### config.mk
export PLATFORM = sky130hd
export DESIGN_NAME = ssd_decode
export DESIGN_NICKNAME = d
export VERILOG_FILES = /design/src/ssd_pkg.sv /design/src/ssd_decode.sv
export VERILOG_INCLUDE_DIRS = /design/src /design/src/src
export SDC_FILE = /design/constraint.sdc
export NUM_CORES = 1
export LEC_CHECK = 0
export BUFFER_PORTS_ARGS = -buffer_cell sky130_fd_sc_hd__buf_2
export CAP_MARGIN = 20
export CORE_AREA = 2 2 54 46
export CTS_CLUSTER_DIAMETER = 80
export DETAILED_ROUTE_END_ITERATION = 10
export DIE_AREA = 0 0 56 48
export PLACE_DENSITY = 0.89
export SETUP_SLACK_MARGIN = 0.4
export SLEW_MARGIN = 20
export SYNTH_ARGS = -nofsm -noshare
export SYNTH_HDL_FRONTEND = slang
export SYNTH_SLANG_ARGS = --single-unit
### constraint.sdc
create_clock -name core_clk -period 3.45 [get_ports core_clk]
set_input_delay 0.1725 -clock core_clk [delete_from_list [all_inputs] [get_ports core_clk]]
set_output_delay 0.1725 -clock core_clk [all_outputs]
set_load 0.03 [all_outputs]
### src/ssd_map.svh
// Overview of operation
// - Five subtract-with-borrow forms are recognised, each issuing in one clock, hit or miss.
// - 0F 92 with reg field 000 sets byte when carry is set.
// - 0F 96 with reg field 000 sets byte when carry or zero set.
// - 0F 94 with reg field 000 sets byte when zero is set.
// - 0F 9C with reg field 000 sets byte when sign differs from overflow.
// - 0F 9E with reg field 000 sets byte when zero, or sign differs overflow.
// - 0F 93 with reg field 000 sets byte when carry is clear.
// - 0F 97 with reg field 000 sets byte when carry and zero clear.
// - 0F 95 with reg field 000 sets byte when zero is clear.
// - 0F 9D with reg field 000 sets byte when sign equals overflow.
// - 0F 9F with reg field 000 sets byte when zero clear, sign equals overflow.
// - 0F 91 with reg field 000 sets byte when overflow is clear.
`ifndef SSD_MAP_SVH
`define SSD_MAP_SVH

// First byte of two-byte opcodes
`define SSD_ESC_0F 8'h0F
// Second bytes of the set-byte family
`define SSD_OP_NO 8'h91
`define SSD_OP_B 8'h92
`define SSD_OP_NB 8'h93
`define SSD_OP_E 8'h94
`define SSD_OP_NE 8'h95
`define SSD_OP_BE 8'h96
`define SSD_OP_A 8'h97
`define SSD_OP_L 8'h9C
`define SSD_OP_GE 8'h9D
`define SSD_OP_LE 8'h9E
`define SSD_OP_G 8'h9F
// Subtract-with-borrow opcode patterns
`define SSD_MASK_DW 8'hFC
`define SSD_MASK_W 8'hFE
`define SSD_BORROW_RM 8'h18
`define SSD_BORROW_ACC 8'h1C
`define SSD_GRP_IMM 8'h80
// Opcode and ModRM field positions
`define SSD_D_BIT 1
`define SSD_MOD_HI 7
`define SSD_MOD_LO 6
`define SSD_REG_HI 5
`define SSD_REG_LO 3
// ModRM field values
`define SSD_MOD_REG 2'h3
`define SSD_REG_BORROW 3'h3
`define SSD_REG_SET 3'h0
// Issue timing and set-byte results
`define SSD_ISSUE_CLK 4'h1
`define SSD_BYTE_TRUE 8'h01
`define SSD_BYTE_FALSE 8'h00

`endif

### src/ssd_pkg.sv
package ssd_pkg;

  typedef enum logic [4:0] {
    op_none,
    op_subtract_with_borrow_rr,
    op_subtract_with_borrow_rm,
    op_subtract_with_borrow_mr,
    op_subtract_with_borrow_imm,
    op_subtract_with_borrow_acc,
    op_set_byte_below,
    op_set_byte_below_or_equal,
    op_set_byte_equal,
    op_set_byte_less,
    op_set_byte_less_or_equal,
    op_set_byte_not_below,
    op_set_byte_above,
    op_set_byte_not_equal,
    op_set_byte_greater_or_equal,
    op_set_byte_greater,
    op_set_byte_no_overflow
  } ssd_op_e;

  typedef struct packed {
    logic [7:0] op0;
    logic [7:0] op1;
    logic [7:0] modrm;
  } ssd_insn_s;

  typedef struct packed {
    logic of_f;
    logic sf;
    logic zf;
    logic cf;
  } ssd_flags_s;

  typedef struct packed {
    ssd_op_e op;
    logic [3:0] issue_clks;
    logic mem_dest;
    logic writes_flags;
    logic set_write;
    logic [7:0] set_value;
  } ssd_dec_s;

endpackage

### src/ssd_decode.sv
`timescale 1ns/100ps
`include "ssd_map.svh"

module ssd_decode (
  // Clock and reset
  input wire logic core_clk,
  input wire logic rst,
  // Instruction from fetch
  input wire logic in_valid,
  input wire ssd_pkg::ssd_insn_s insn,
  input wire logic cache_hit,
  // Current arithmetic flags
  input wire ssd_pkg::ssd_flags_s flags,
  // Decode result
  output logic out_valid,
  output ssd_pkg::ssd_dec_s dec,
  output logic hit,
  output logic unrecognised
);

  // Register target when mod is 11
  function automatic logic reg_target(logic [7:0] m);
    reg_target = (m[`SSD_MOD_HI:`SSD_MOD_LO] == `SSD_MOD_REG);
  endfunction

  function automatic ssd_pkg::ssd_op_e decode_op(ssd_pkg::ssd_insn_s i);
    logic [2:0] rf;
    logic reg_mode;
    rf = i.modrm[`SSD_REG_HI:`SSD_REG_LO];
    reg_mode = reg_target(i.modrm);
    decode_op = ssd_pkg::op_none;
    if (i.op0 == `SSD_ESC_0F) begin
      if (rf == `SSD_REG_SET) begin
        case (i.op1)
          `SSD_OP_B: decode_op = ssd_pkg::op_set_byte_below;
          `SSD_OP_BE: decode_op = ssd_pkg::op_set_byte_below_or_equal;
          `SSD_OP_E: decode_op = ssd_pkg::op_set_byte_equal;
          `SSD_OP_L: decode_op = ssd_pkg::op_set_byte_less;
          `SSD_OP_LE: decode_op = ssd_pkg::op_set_byte_less_or_equal;
          `SSD_OP_NB: decode_op = ssd_pkg::op_set_byte_not_below;
          `SSD_OP_A: decode_op = ssd_pkg::op_set_byte_above;
          `SSD_OP_NE: decode_op = ssd_pkg::op_set_byte_not_equal;
          `SSD_OP_GE: decode_op = ssd_pkg::op_set_byte_greater_or_equal;
          `SSD_OP_G: decode_op = ssd_pkg::op_set_byte_greater;
          `SSD_OP_NO: decode_op = ssd_pkg::op_set_byte_no_overflow;
          default: decode_op = ssd_pkg::op_none;
        endcase
      end
    end else if ((i.op0 & `SSD_MASK_DW) == `SSD_BORROW_RM) begin
      if (reg_mode) begin
        decode_op = ssd_pkg::op_subtract_with_borrow_rr;
      end else if (i.op0[`SSD_D_BIT]) begin
        decode_op = ssd_pkg::op_subtract_with_borrow_mr;
      end else begin
        decode_op = ssd_pkg::op_subtract_with_borrow_rm;
      end
    end else if ((i.op0 & `SSD_MASK_W) == `SSD_BORROW_ACC) begin
      decode_op = ssd_pkg::op_subtract_with_borrow_acc;
    end else if ((i.op0 & `SSD_MASK_DW) == `SSD_GRP_IMM && rf == `SSD_REG_BORROW) begin
      decode_op = ssd_pkg::op_subtract_with_borrow_imm;
    end
  endfunction

  function automatic logic is_set_byte(ssd_pkg::ssd_op_e op);
    is_set_byte = (op >= ssd_pkg::op_set_byte_below);
  endfunction

  function automatic logic cond_true(ssd_pkg::ssd_op_e op, ssd_pkg::ssd_flags_s f);
    cond_true = 1'b0;
    unique case (op)
      ssd_pkg::op_set_byte_below: cond_true = f.cf;
      ssd_pkg::op_set_byte_below_or_equal: cond_true = f.cf | f.zf;
      ssd_pkg::op_set_byte_equal: cond_true = f.zf;
      ssd_pkg::op_set_byte_less: cond_true = f.sf ^ f.of_f;
      ssd_pkg::op_set_byte_less_or_equal: cond_true = f.zf | (f.sf ^ f.of_f);
      ssd_pkg::op_set_byte_not_below: cond_true = ~f.cf;
      ssd_pkg::op_set_byte_above: cond_true = ~(f.cf | f.zf);
      ssd_pkg::op_set_byte_not_equal: cond_true = ~f.zf;
      ssd_pkg::op_set_byte_greater_or_equal: cond_true = ~(f.sf ^ f.of_f);
      ssd_pkg::op_set_byte_greater: cond_true = ~f.zf & ~(f.sf ^ f.of_f);
      ssd_pkg::op_set_byte_no_overflow: cond_true = ~f.of_f;
      default: cond_true = 1'b0;
    endcase
  endfunction

  // Decode of the request in this cycle
  ssd_pkg::ssd_op_e next_op;
  ssd_pkg::ssd_dec_s next_dec;

  always_comb begin
    next_op = decode_op(insn);
    next_dec.op = next_op;
    next_dec.issue_clks = (next_op == ssd_pkg::op_none) ? 4'h0 : `SSD_ISSUE_CLK;
    // Memory target unless mod selects a register or the form is accumulator, memory to register or none
    next_dec.mem_dest = !reg_target(insn.modrm)
                        && next_op != ssd_pkg::op_subtract_with_borrow_acc
                        && next_op != ssd_pkg::op_subtract_with_borrow_mr
                        && next_op != ssd_pkg::op_none;
    // Set-byte leaves all flags alone
    next_dec.writes_flags = (next_op != ssd_pkg::op_none) && !is_set_byte(next_op);
    next_dec.set_write = is_set_byte(next_op);
    next_dec.set_value = cond_true(next_op, flags) ? `SSD_BYTE_TRUE : `SSD_BYTE_FALSE;
  end

  // Issue stage valid
  always_ff @(posedge core_clk) begin
    if (rst) begin
      out_valid <= 1'b0;
    end else begin
      out_valid <= in_valid;
    end
  end

  // Decoded result
  always_ff @(posedge core_clk) begin
    if (rst) begin
      dec <= '0;
    end else if (in_valid) begin
      dec <= next_dec;
    end else begin
      dec <= '0;
    end
  end

  // Side status
  always_ff @(posedge core_clk) begin
    if (rst) begin
      hit <= 1'b0;
      unrecognised <= 1'b0;
    end else begin
      hit <= in_valid & cache_hit;
      unrecognised <= in_valid && (next_op == ssd_pkg::op_none);
    end
  end
endmodule

==> results.ini, run 1 <==
[critical_path]
crit_arrival_ns=1.94
crit_slowest_cell=o21ai_0
cpPeakStageDelay_ns=0.47
cp_common_cell=o21ai_0
crit_chain=buf_2, nor4_4, nand4_4, o21ai_0, nor4b_1, o21ai_0, a31oi_1
cp_num_cells=7
worst-endpoint-required_ns=3.65
crit_buf_inv=1
worst_path_dominant_cell_family=simple AND/OR/NAND/NOR gates
crit_fanout=10
worstSetupEndpointType=register
critPathLaunchType=primary input
critical_path_class=in2reg

[timing]
finalSetupTns_ns=0
slew_headroom_pct=65.8
hold_violations=0
drv_slew=0
min_period_ns=1.74
rsz0062_at_grt=false
final.period_utilization_pct=50.5
clock.fmax_ghz=0.573
fin_ws_ns=1.71
worst_pin_slew_ns=0.506
setup_viol=0

[synthesis]
netlist-cell-type-count=46
yosysSeqAreaShare_pct=27.9
synth_top_flop_cell=dfxtp_1
synth.avg_cell_area_um2=8.56
async_flop_share_pct=0
ys_seq_elements=13
yosysWarnings=0
synth_edf_count=0
synthesis.area_um2=933
synth_cells=109

[cells_and_area]
layout_common_cells=buf_2 (41), dfxtp_1 (13), conb_1 (10), nor2_1 (7)
area_growth_pct=19.4
nets=181
post_layout_nonfiller_instances=173
diodes=0
drive_above_1_share_pct=34.5
design_area_um2=1110
layout_commonest_cell=buf_2
utilization_pct=53.0

[floorplan]
coreArea_um2=2100
ios=55
die_y_um=48
die_area_um2=2690
num_rows=15
die_w_um=56
floorplan.initialDensity_pct=44.4

[place]
gp_congestion=0.867
port_buffers=41
dp.cells=169
dp_hpwl_mm=1.63
post-place-ws_ns=1.42
dpl-instance-area_um2=1090

[clock_tree]
clock_path_buffers=2
cts.sinks=13
post-cts-setup-buffer-count=0
cts-root-buf=clkbuf_4
holdBufCountCts=0
h-tree-depth=1
cts.reportedPaths.clkPinSlew_ns=0.07
ctsResizeCount=0
cts_tree=built
numCtsBuffers=3

[run]
max_cap_violations=0

[power_and_ir_drop]
ir_drop_mv=0.232
leakage_uw=0.000564
cellPowerDensity_nw_per_um2=283

[drt]
drt_iter0_drc=46
finalWirelength_mm=1.97
vias=900
routed_via_density=5.20
drc_errors=0
drtPass1Iterations=5
ant_nets=0
wl_per_cell_um=11.4

[global_routing]
met1_usage_pct=17.6
gr-usage-met3_pct=2.70
grt_pass1_vias=817
grt_max_degree=12
busiest_layer=met2
grt_pass1_wl_mm=3.25
met2_usage_pct=27.5
track_usage_pct=15.3
grt_antenna_before_repair=0
grt.overflow.total=0

[hold_path]
min_path_cells=2
hp-class=in2reg

[run_status]
run_status=finished, final reports clean

==> flip-flops by register name (all words and copies together) (netlist names) <==
| register | flops |
|---|---|
| hit | 1 |
| dec | 10 |
| unrecognised | 1 |
| out_valid | 1 |
==> logic make-up (layout without fill, tap and decap cells) <==
family,after synthesis,in the layout,synth area share (%)
AND/OR/NAND/NOR,47,47,34.7
AO/OA/AOI/OAI,24,24,18.8
other,1,10,0.402
multiplexers,1,1,1.07
XOR/XNOR,3,3,2.82
buffers and inverters,20,50,14.3
flip-flops,13,13,27.9
==> layout make-up <==
| cell class | count | area (µm²) |
|---|---|---|
| Sequential cell | 13 | 260 |
| Timing Repair Buffer | 41 | 205 |
| Inverter | 5 | 18.8 |
| Tap cell | 25 | 31.3 |
| Multi-Input combinational cell | 85 | 573 |
| Fill cell | 199 | 987 |
| Clock buffer | 4 | 26.3 |
==> synth_stat cells (2+ instances only) <==
library cell  number  share of area [%]
dfxtp_1           13                 28
buf_4             11                8.8
nor2_1             7                2.8
inv_1              5                2.0
nand2_1            5                2.0
a21oi_1            4                2.1
and2_1             4                2.7
nand2b_1           4                2.7
o21ai_0            4                2.1
a211oi_1           3                2.4
and3_1             3                2.0
nand3_1            3                1.6
nand4b_1           3                2.8
a31oi_1            2                1.3
buf_2              2                1.1
buf_6              2                2.4
nor3_1             2                1.1
nor4b_1            2                1.9
or3_1              2                1.3
xnor2_1            2                1.9
==> stage by stage <==
step / total power, µW / hold slack (ns)
finish: 316 / 0.0999
detailed placement: 232 / 0.379
floorplan: 216 / 0.294
global placement: 229 / 0.377
CTS: 319 / 0.0954
global route: 328 / 0.123
==> metal layers <==
layer	part of all wire, %	vias to the layer above
met5	0	-
met4	1.8	0
met3	11	5
met2	46	61
met1	41	381
li1	-	453
==> where the power goes <==
part	total [µW]	internal [µW]	switching, µW	leakage (µW)
logic	76.5	27.5	49.0	0.000444
registers	153	152	0.503	0.000105
clock network	86.8	44.7	42.0	0.0000150
total	316	224	91.6	0.000564
==> final timing paths <==
kind	start	end	slack, ns
hold / removal	cache_hit	hit	0.1
setup / recovery	insn[5]	dec[0]	1.71
Power figures use the tool's default switching activity.
==> run 2: changes to the inputs <==
Settings changed: ABC_AREA set to 1, CORE_AREA 2 2 54 46 to 2 2 62 53, DIE_AREA 0 0 56 48 to 0 0 64 55, PLACE_DENSITY 0.89 to 0.82.
Clock period 3.45 ns to 1.57 ns, I/O delays scaled along.
==> results.ini, run 2 <==
[run_status]
run_status=finished, final reports clean

[clock_tree]
clock_path_buffers=2  ; unchanged
cts_tree=built
cts.sinks=13  ; unchanged
cts-root-buf=clkbuf_4
cts.reportedPaths.clkPinSlew_ns=0.08  ; about the same
numCtsBuffers=3  ; unchanged
h-tree-depth=1  ; unchanged

[timing]
fin_ws_ns=0.260  ; -1.45 ns
finalSetupTns_ns=0  ; unchanged
rsz0062_at_grt=true
drv_slew=0  ; unchanged
hold_violations=0  ; unchanged
final.period_utilization_pct=83.5
setup_viol=0  ; unchanged
min_period_ns=1.31
clock.fmax_ghz=0.763

[floorplan]
die_y_um=55  ; +15%
coreArea_um2=2910  ; +38%
ios=55  ; unchanged
die_area_um2=3520  ; +31%
floorplan.initialDensity_pct=39.1  ; -5.3 points
num_rows=18  ; +3
die_w_um=64  ; +14%

[place]
dp_hpwl_mm=2.13  ; +30%
post-place-ws_ns=-0.0229  ; -1.45 ns
gp_congestion=0.928  ; +7.0%
port_buffers=41  ; unchanged

[synthesis]
synthesis.area_um2=1140  ; +22%
netlist-cell-type-count=29  ; -37%
yosysWarnings=0  ; unchanged
yosysTopAreaCell=dfxtp_1
synth_top_flop_cell=dfxtp_1
synth_cells=192  ; +76%
synth_commonest_cells=nand2_1 (49), nor2_1 (37), inv_1 (21)
yosysSeqAreaShare_pct=22.9  ; -5.0 points
synthTopCellsByArea=dfxtp_1 (23%), nand2_1 (16%), nor2_1 (12%)
synth_edf_count=0  ; unchanged
async_flop_share_pct=0  ; unchanged
synthDominantCellAreaShare_pct=22.9  ; -5.0 points
ys_seq_elements=13  ; unchanged
synth.avg_cell_area_um2=5.92  ; -31%
synth.most_common_cell=nand2_1

[drt]
wl_per_cell_um=11.6  ; +2.2%
finalWirelength_mm=3.46  ; +75%
drc_errors=0  ; unchanged
routed_via_density=4.86  ; -6.6%
drtPass1Iterations=4  ; -1
vias=1443  ; +60%
drt_iter0_drc=60  ; +30%
ant_nets=0  ; unchanged

[hold_path]
hp-class=in2reg

[cells_and_area]
fill_cells=239  ; +20%
area_growth_pct=67.8
diodes=0  ; unchanged
nets=290  ; +60%
drive_above_1_share_pct=52.9  ; +18 points
layout_common_cells=nand2_1 (31), buf_2 (31), nor2_1 (24), buf_4 (14)
largest_reg_flops=10  ; unchanged
top_register=dec
utilization_pct=65.6  ; +13 points

[critical_path]
worstSetupEndpointType=register
crit_fanout=5  ; -5
worst-endpoint-required_ns=1.76  ; -1.89 ns
crit_arrival_ns=1.50  ; -0.44 ns
critPathLaunchType=primary input
critical_path_class=in2reg

[power_and_ir_drop]
ir_drop_mv=0.227  ; -2.1%
leakage_uw=0.00101  ; +79%
cellPowerDensity_nw_per_um2=433  ; +53%

[global_routing]
grt_max_degree=8  ; -4
grt_pass1_vias=1287  ; +58%
grt_pass1_wl_mm=5.35  ; +65%
grt.overflow.total=0  ; unchanged
track_usage_pct=19.2  ; +3.8 points
grt_antenna_before_repair=0  ; unchanged

[run]
max_cap_violations=0  ; unchanged

[run 2: changes by cell type after synthesis, moves of 4 or more]
cell | before | now
nand2_1 | 5 | 49
nor2_1 | 7 | 37
inv_1 | 5 | 21
nand3_1 | 3 | 17
nand2_2 | 0 | 5
inv_2 | 0 | 4
nand2b_1 | 4 | 0
o21ai_0 | 4 | 0
[run 2: layout make-up]
cell class                 instances  area [µm²]  area share (%)
tap                               40        50.0            2.62
inverter                          27         131            6.89
multi-input combinational        152         986            51.7
timing repair buffer              61         453            23.8
clock buffer                       4        26.3            1.38
sequential                        13         260            13.6
[run 2: power by group]
part | switching, µW | leakage [µW] | internal (µW)
Combinational | 179 | 0.000891 | 111
Clock | 103 | 0.0000150 | 98.6
Sequential | 0.916 | 0.000105 | 334
[run 2: metal layers]
metal | share of wire (%) | global-route usage (%)
met5 | 0 | 0
met4 | 1.3 | 5.07
met3 | 7.3 | 4.86
met2 | 50 | 35.1
met1 | 42 | 22.9
[run 2: cells by family (layout without fill, tap and decap cells)]
family / Yosys count / in the layout / share of synthesized area (%)
simple gates: 131 / 132 / 55.7
xor+xnor: 1 / 1 / 0.771
buf+inv: 37 / 92 / 15.7
flops: 13 / 13 / 22.9
compound gates: 9 / 9 / 4.52
other cells: 1 / 10 / 0.330
[run 2: critical path, stage by stage]
cell and delay (ns):
buf_8 0.11, inv_12 0.05, nand2_8 0.05, clkinv_4 0.04, nand2_4 0.05, nor3_4 0.26
nand3_1 0.14, nand2_2 0.14, inv_2 0.06, nand2_1 0.06, nor2_1 0.04, nor2_1 0.09
nor2_1 0.05, nor2_1 0.09, nand3_1 0.08, nand2_1 0.06, inv_1 0.03
[run 2: what timing repair did]
item	CTS	global route
setup endpoints to repair	4	7
endpoints found under the hold margin	2	0
hold buffers	3	0
pin swaps	26	19
cloned	1	0
resized for setup	41	47
setup buffers	5	3
[run 2: stage by stage]
stage	area (µm²)	cells	power, µW	hold WS, ns
floorplan	1210	201	485	0.150
global placement	1460	281	540	0.250
detailed placement	1460	281	543	0.256
CTS	1720	294	784	0.0345
global route	1910	297	872	0.0330
finish	1910	297	826	0.0278
[run 2: path summary, 6_finish.rpt]
check	slack (ns)	depth (start not counted)	to	start
hold / removal	0.03	3	hit	cache_hit
setup / recovery	0.26	17	dec[0]	insn[23]
==> run 3: changes to the inputs <==
Settings changed: CORE_AREA 2 2 62 53 to 2 2 60 50, DIE_AREA 0 0 64 55 to 0 0 62 52, PLACE_DENSITY 0.82 to 0.85.
Clock period 1.57 ns to 1.3 ns, I/O delays scaled along.
==> results.ini, run 3 (synthesis results as in run 2) <==
[run_status]
run_status=complete, but fails checks
violations=hold timing, setup timing

[drt]
routed_via_density=4.72  ; -2.8%
vias=1440  ; -0.21%
drtPass1Iterations=4  ; unchanged
ant_nets=0  ; unchanged
drc_errors=0  ; unchanged
drt_iter0_drc=53  ; -12%
wl_per_cell_um=11.2  ; -4.2%
finalWirelength_mm=3.41  ; -1.6%

[clock_tree]
cts.reportedPaths.clkPinSlew_ns=0.09  ; about the same
cts_tree=built
numCtsBuffers=3  ; unchanged
cts.sinks=13  ; unchanged
cts-root-buf=clkbuf_4
clock_path_buffers=2  ; unchanged
h-tree-depth=1  ; unchanged

[critical_path]
startpoint=insn[8]
crit_arrival_ns=1.51  ; about the same
crit_fanout=4  ; -1
cp-endpoint=dec[0]
worstSetupEndpointType=register
worst-endpoint-required_ns=1.48  ; -0.28 ns
critPathLaunchType=primary input
critical_path_class=in2reg

[run]
max_cap_violations=0  ; unchanged

[floorplan]
floorplan.initialDensity_pct=42.7  ; +3.6 points
die_w_um=62  ; -3.1%
num_rows=17  ; -1
die_area_um2=3220  ; -8.4%
die_y_um=52  ; -5.5%
coreArea_um2=2660  ; -8.5%
ios=55  ; unchanged

[cells_and_area]
area_growth_pct=70.5
top_register=dec
layout_common_cells=buf_2 (30), buf_4 (27), nand2_1 (26), nand2_2 (22), nor2_1 (21)
largest_reg_flops=10  ; unchanged
drive_above_1_share_pct=56.9  ; +4.0 points
layout_commonest_cell=buf_2
fill_cells=222  ; -7.1%
diodes=0  ; unchanged
nets=300  ; +3.4%

[global_routing]
grt_pass1_vias=1255  ; -2.5%
grt.overflow.total=0  ; unchanged
grt_pass1_wl_mm=4.98  ; -6.8%
grt_antenna_before_repair=0  ; unchanged
grt_max_degree=9  ; +1
track_usage_pct=20.4  ; +1.3 points

[timing]
rsz0062_at_grt=true
fin_ws_ns=-0.0253  ; -0.285 ns
setup_viol=1  ; +1
finalSetupTns_ns=-0.0253  ; -0.0253 ns
min_period_ns=1.33
clock.fmax_ghz=0.755
final.period_utilization_pct=102
hold_ws_ns=-0.0000780  ; -0.0278 ns
hold_violations=1  ; +1
drv_slew=0  ; unchanged

[power_and_ir_drop]
cellPowerDensity_nw_per_um2=513  ; +18%
ir_drop_mv=0.739  ; +230%
leakage_uw=0.00103  ; +1.4%

[place]
gp_congestion=0.921  ; -0.69%
dp_hpwl_mm=2.25  ; +5.6%
port_buffers=41  ; unchanged

[hold_path]
hp-class=in2reg

[run 3: per-layer routing]
layer	routed length, µm	vias to the layer above	track usage (%)
met1	1350	656	24.0
met4	21	0	3.19
met2	1800	53	36.1
met5	0	-	0
met3	227	4	6.72
li1	-	727	-
[run 3: area by class of cell]
class                      instances  area, µm²  area share (%)
clock buffer                       3       22.5            1.16
clock inverter                     1       5.00           0.258
tap                               38       47.5            2.45
sequential                        13        260            13.4
timing repair buffer              72        518            26.7
inverter                          27        135            6.98
multi-input combinational        151        948            49.0
[run 3: how the worst min path moves through the flow]
stage / start / endpoint / slack (ns) / cells after the start
final: in_valid / hit / -0.00008 / 3
after global placement: rst / hit / 0.24 / 2
after floorplan: rst / hit / 0.14 / 1
after CTS: in_valid / hit / 0.0006 / 3
after detailed placement: rst / hit / 0.24 / 2
after global routing: in_valid / hit / 0.01 / 3
[run 3: timing repair]
item | 4_1_cts | 5_1_grt
gates resized for setup | 25 | 68
pin swaps | 18 | 29
setup endpoints to repair | 9 | 14
hold endpoints to repair | 3 | 0
setup buffers | 4 | 4
hold buffers | 4 | 0
[run 3: power by group]
part | switching, µW | leakage, µW | internal, µW | total [µW]
registers | 1.53 | 0.000105 | 404 | 405
logic | 204 | 0.000902 | 130 | 334
clock network | 140 | 0.0000177 | 114 | 254
[run 3: per-stage QoR]
step                area, µm²  std cells  util, %  setup slack [ns]  total power, µW
floorplan                1210        201        -            0.0424              585
global placement         1530        289     57.6            -0.263              666
detailed placement       1530        289     57.6            -0.269              670
CTS                      1690        301     63.7            0.0618              944
global route             1940        305     72.8            -0.131             1060
finish                   1940        305     72.8           -0.0253              993
[run 3: critical path, cell delays in order]
cell      delay, ns
buf_2          0.13
buf_4          0.14
nand2_2        0.08
nor2_4         0.04
o21bai_1       0.16
nand3_2        0.13
nand3_4        0.11
nand2_4        0.08
buf_4          0.14
nand4_1        0.09
nand2_1        0.06
nor2_1         0.10
nand3_1        0.08
nand2_1        0.06
inv_1          0.03
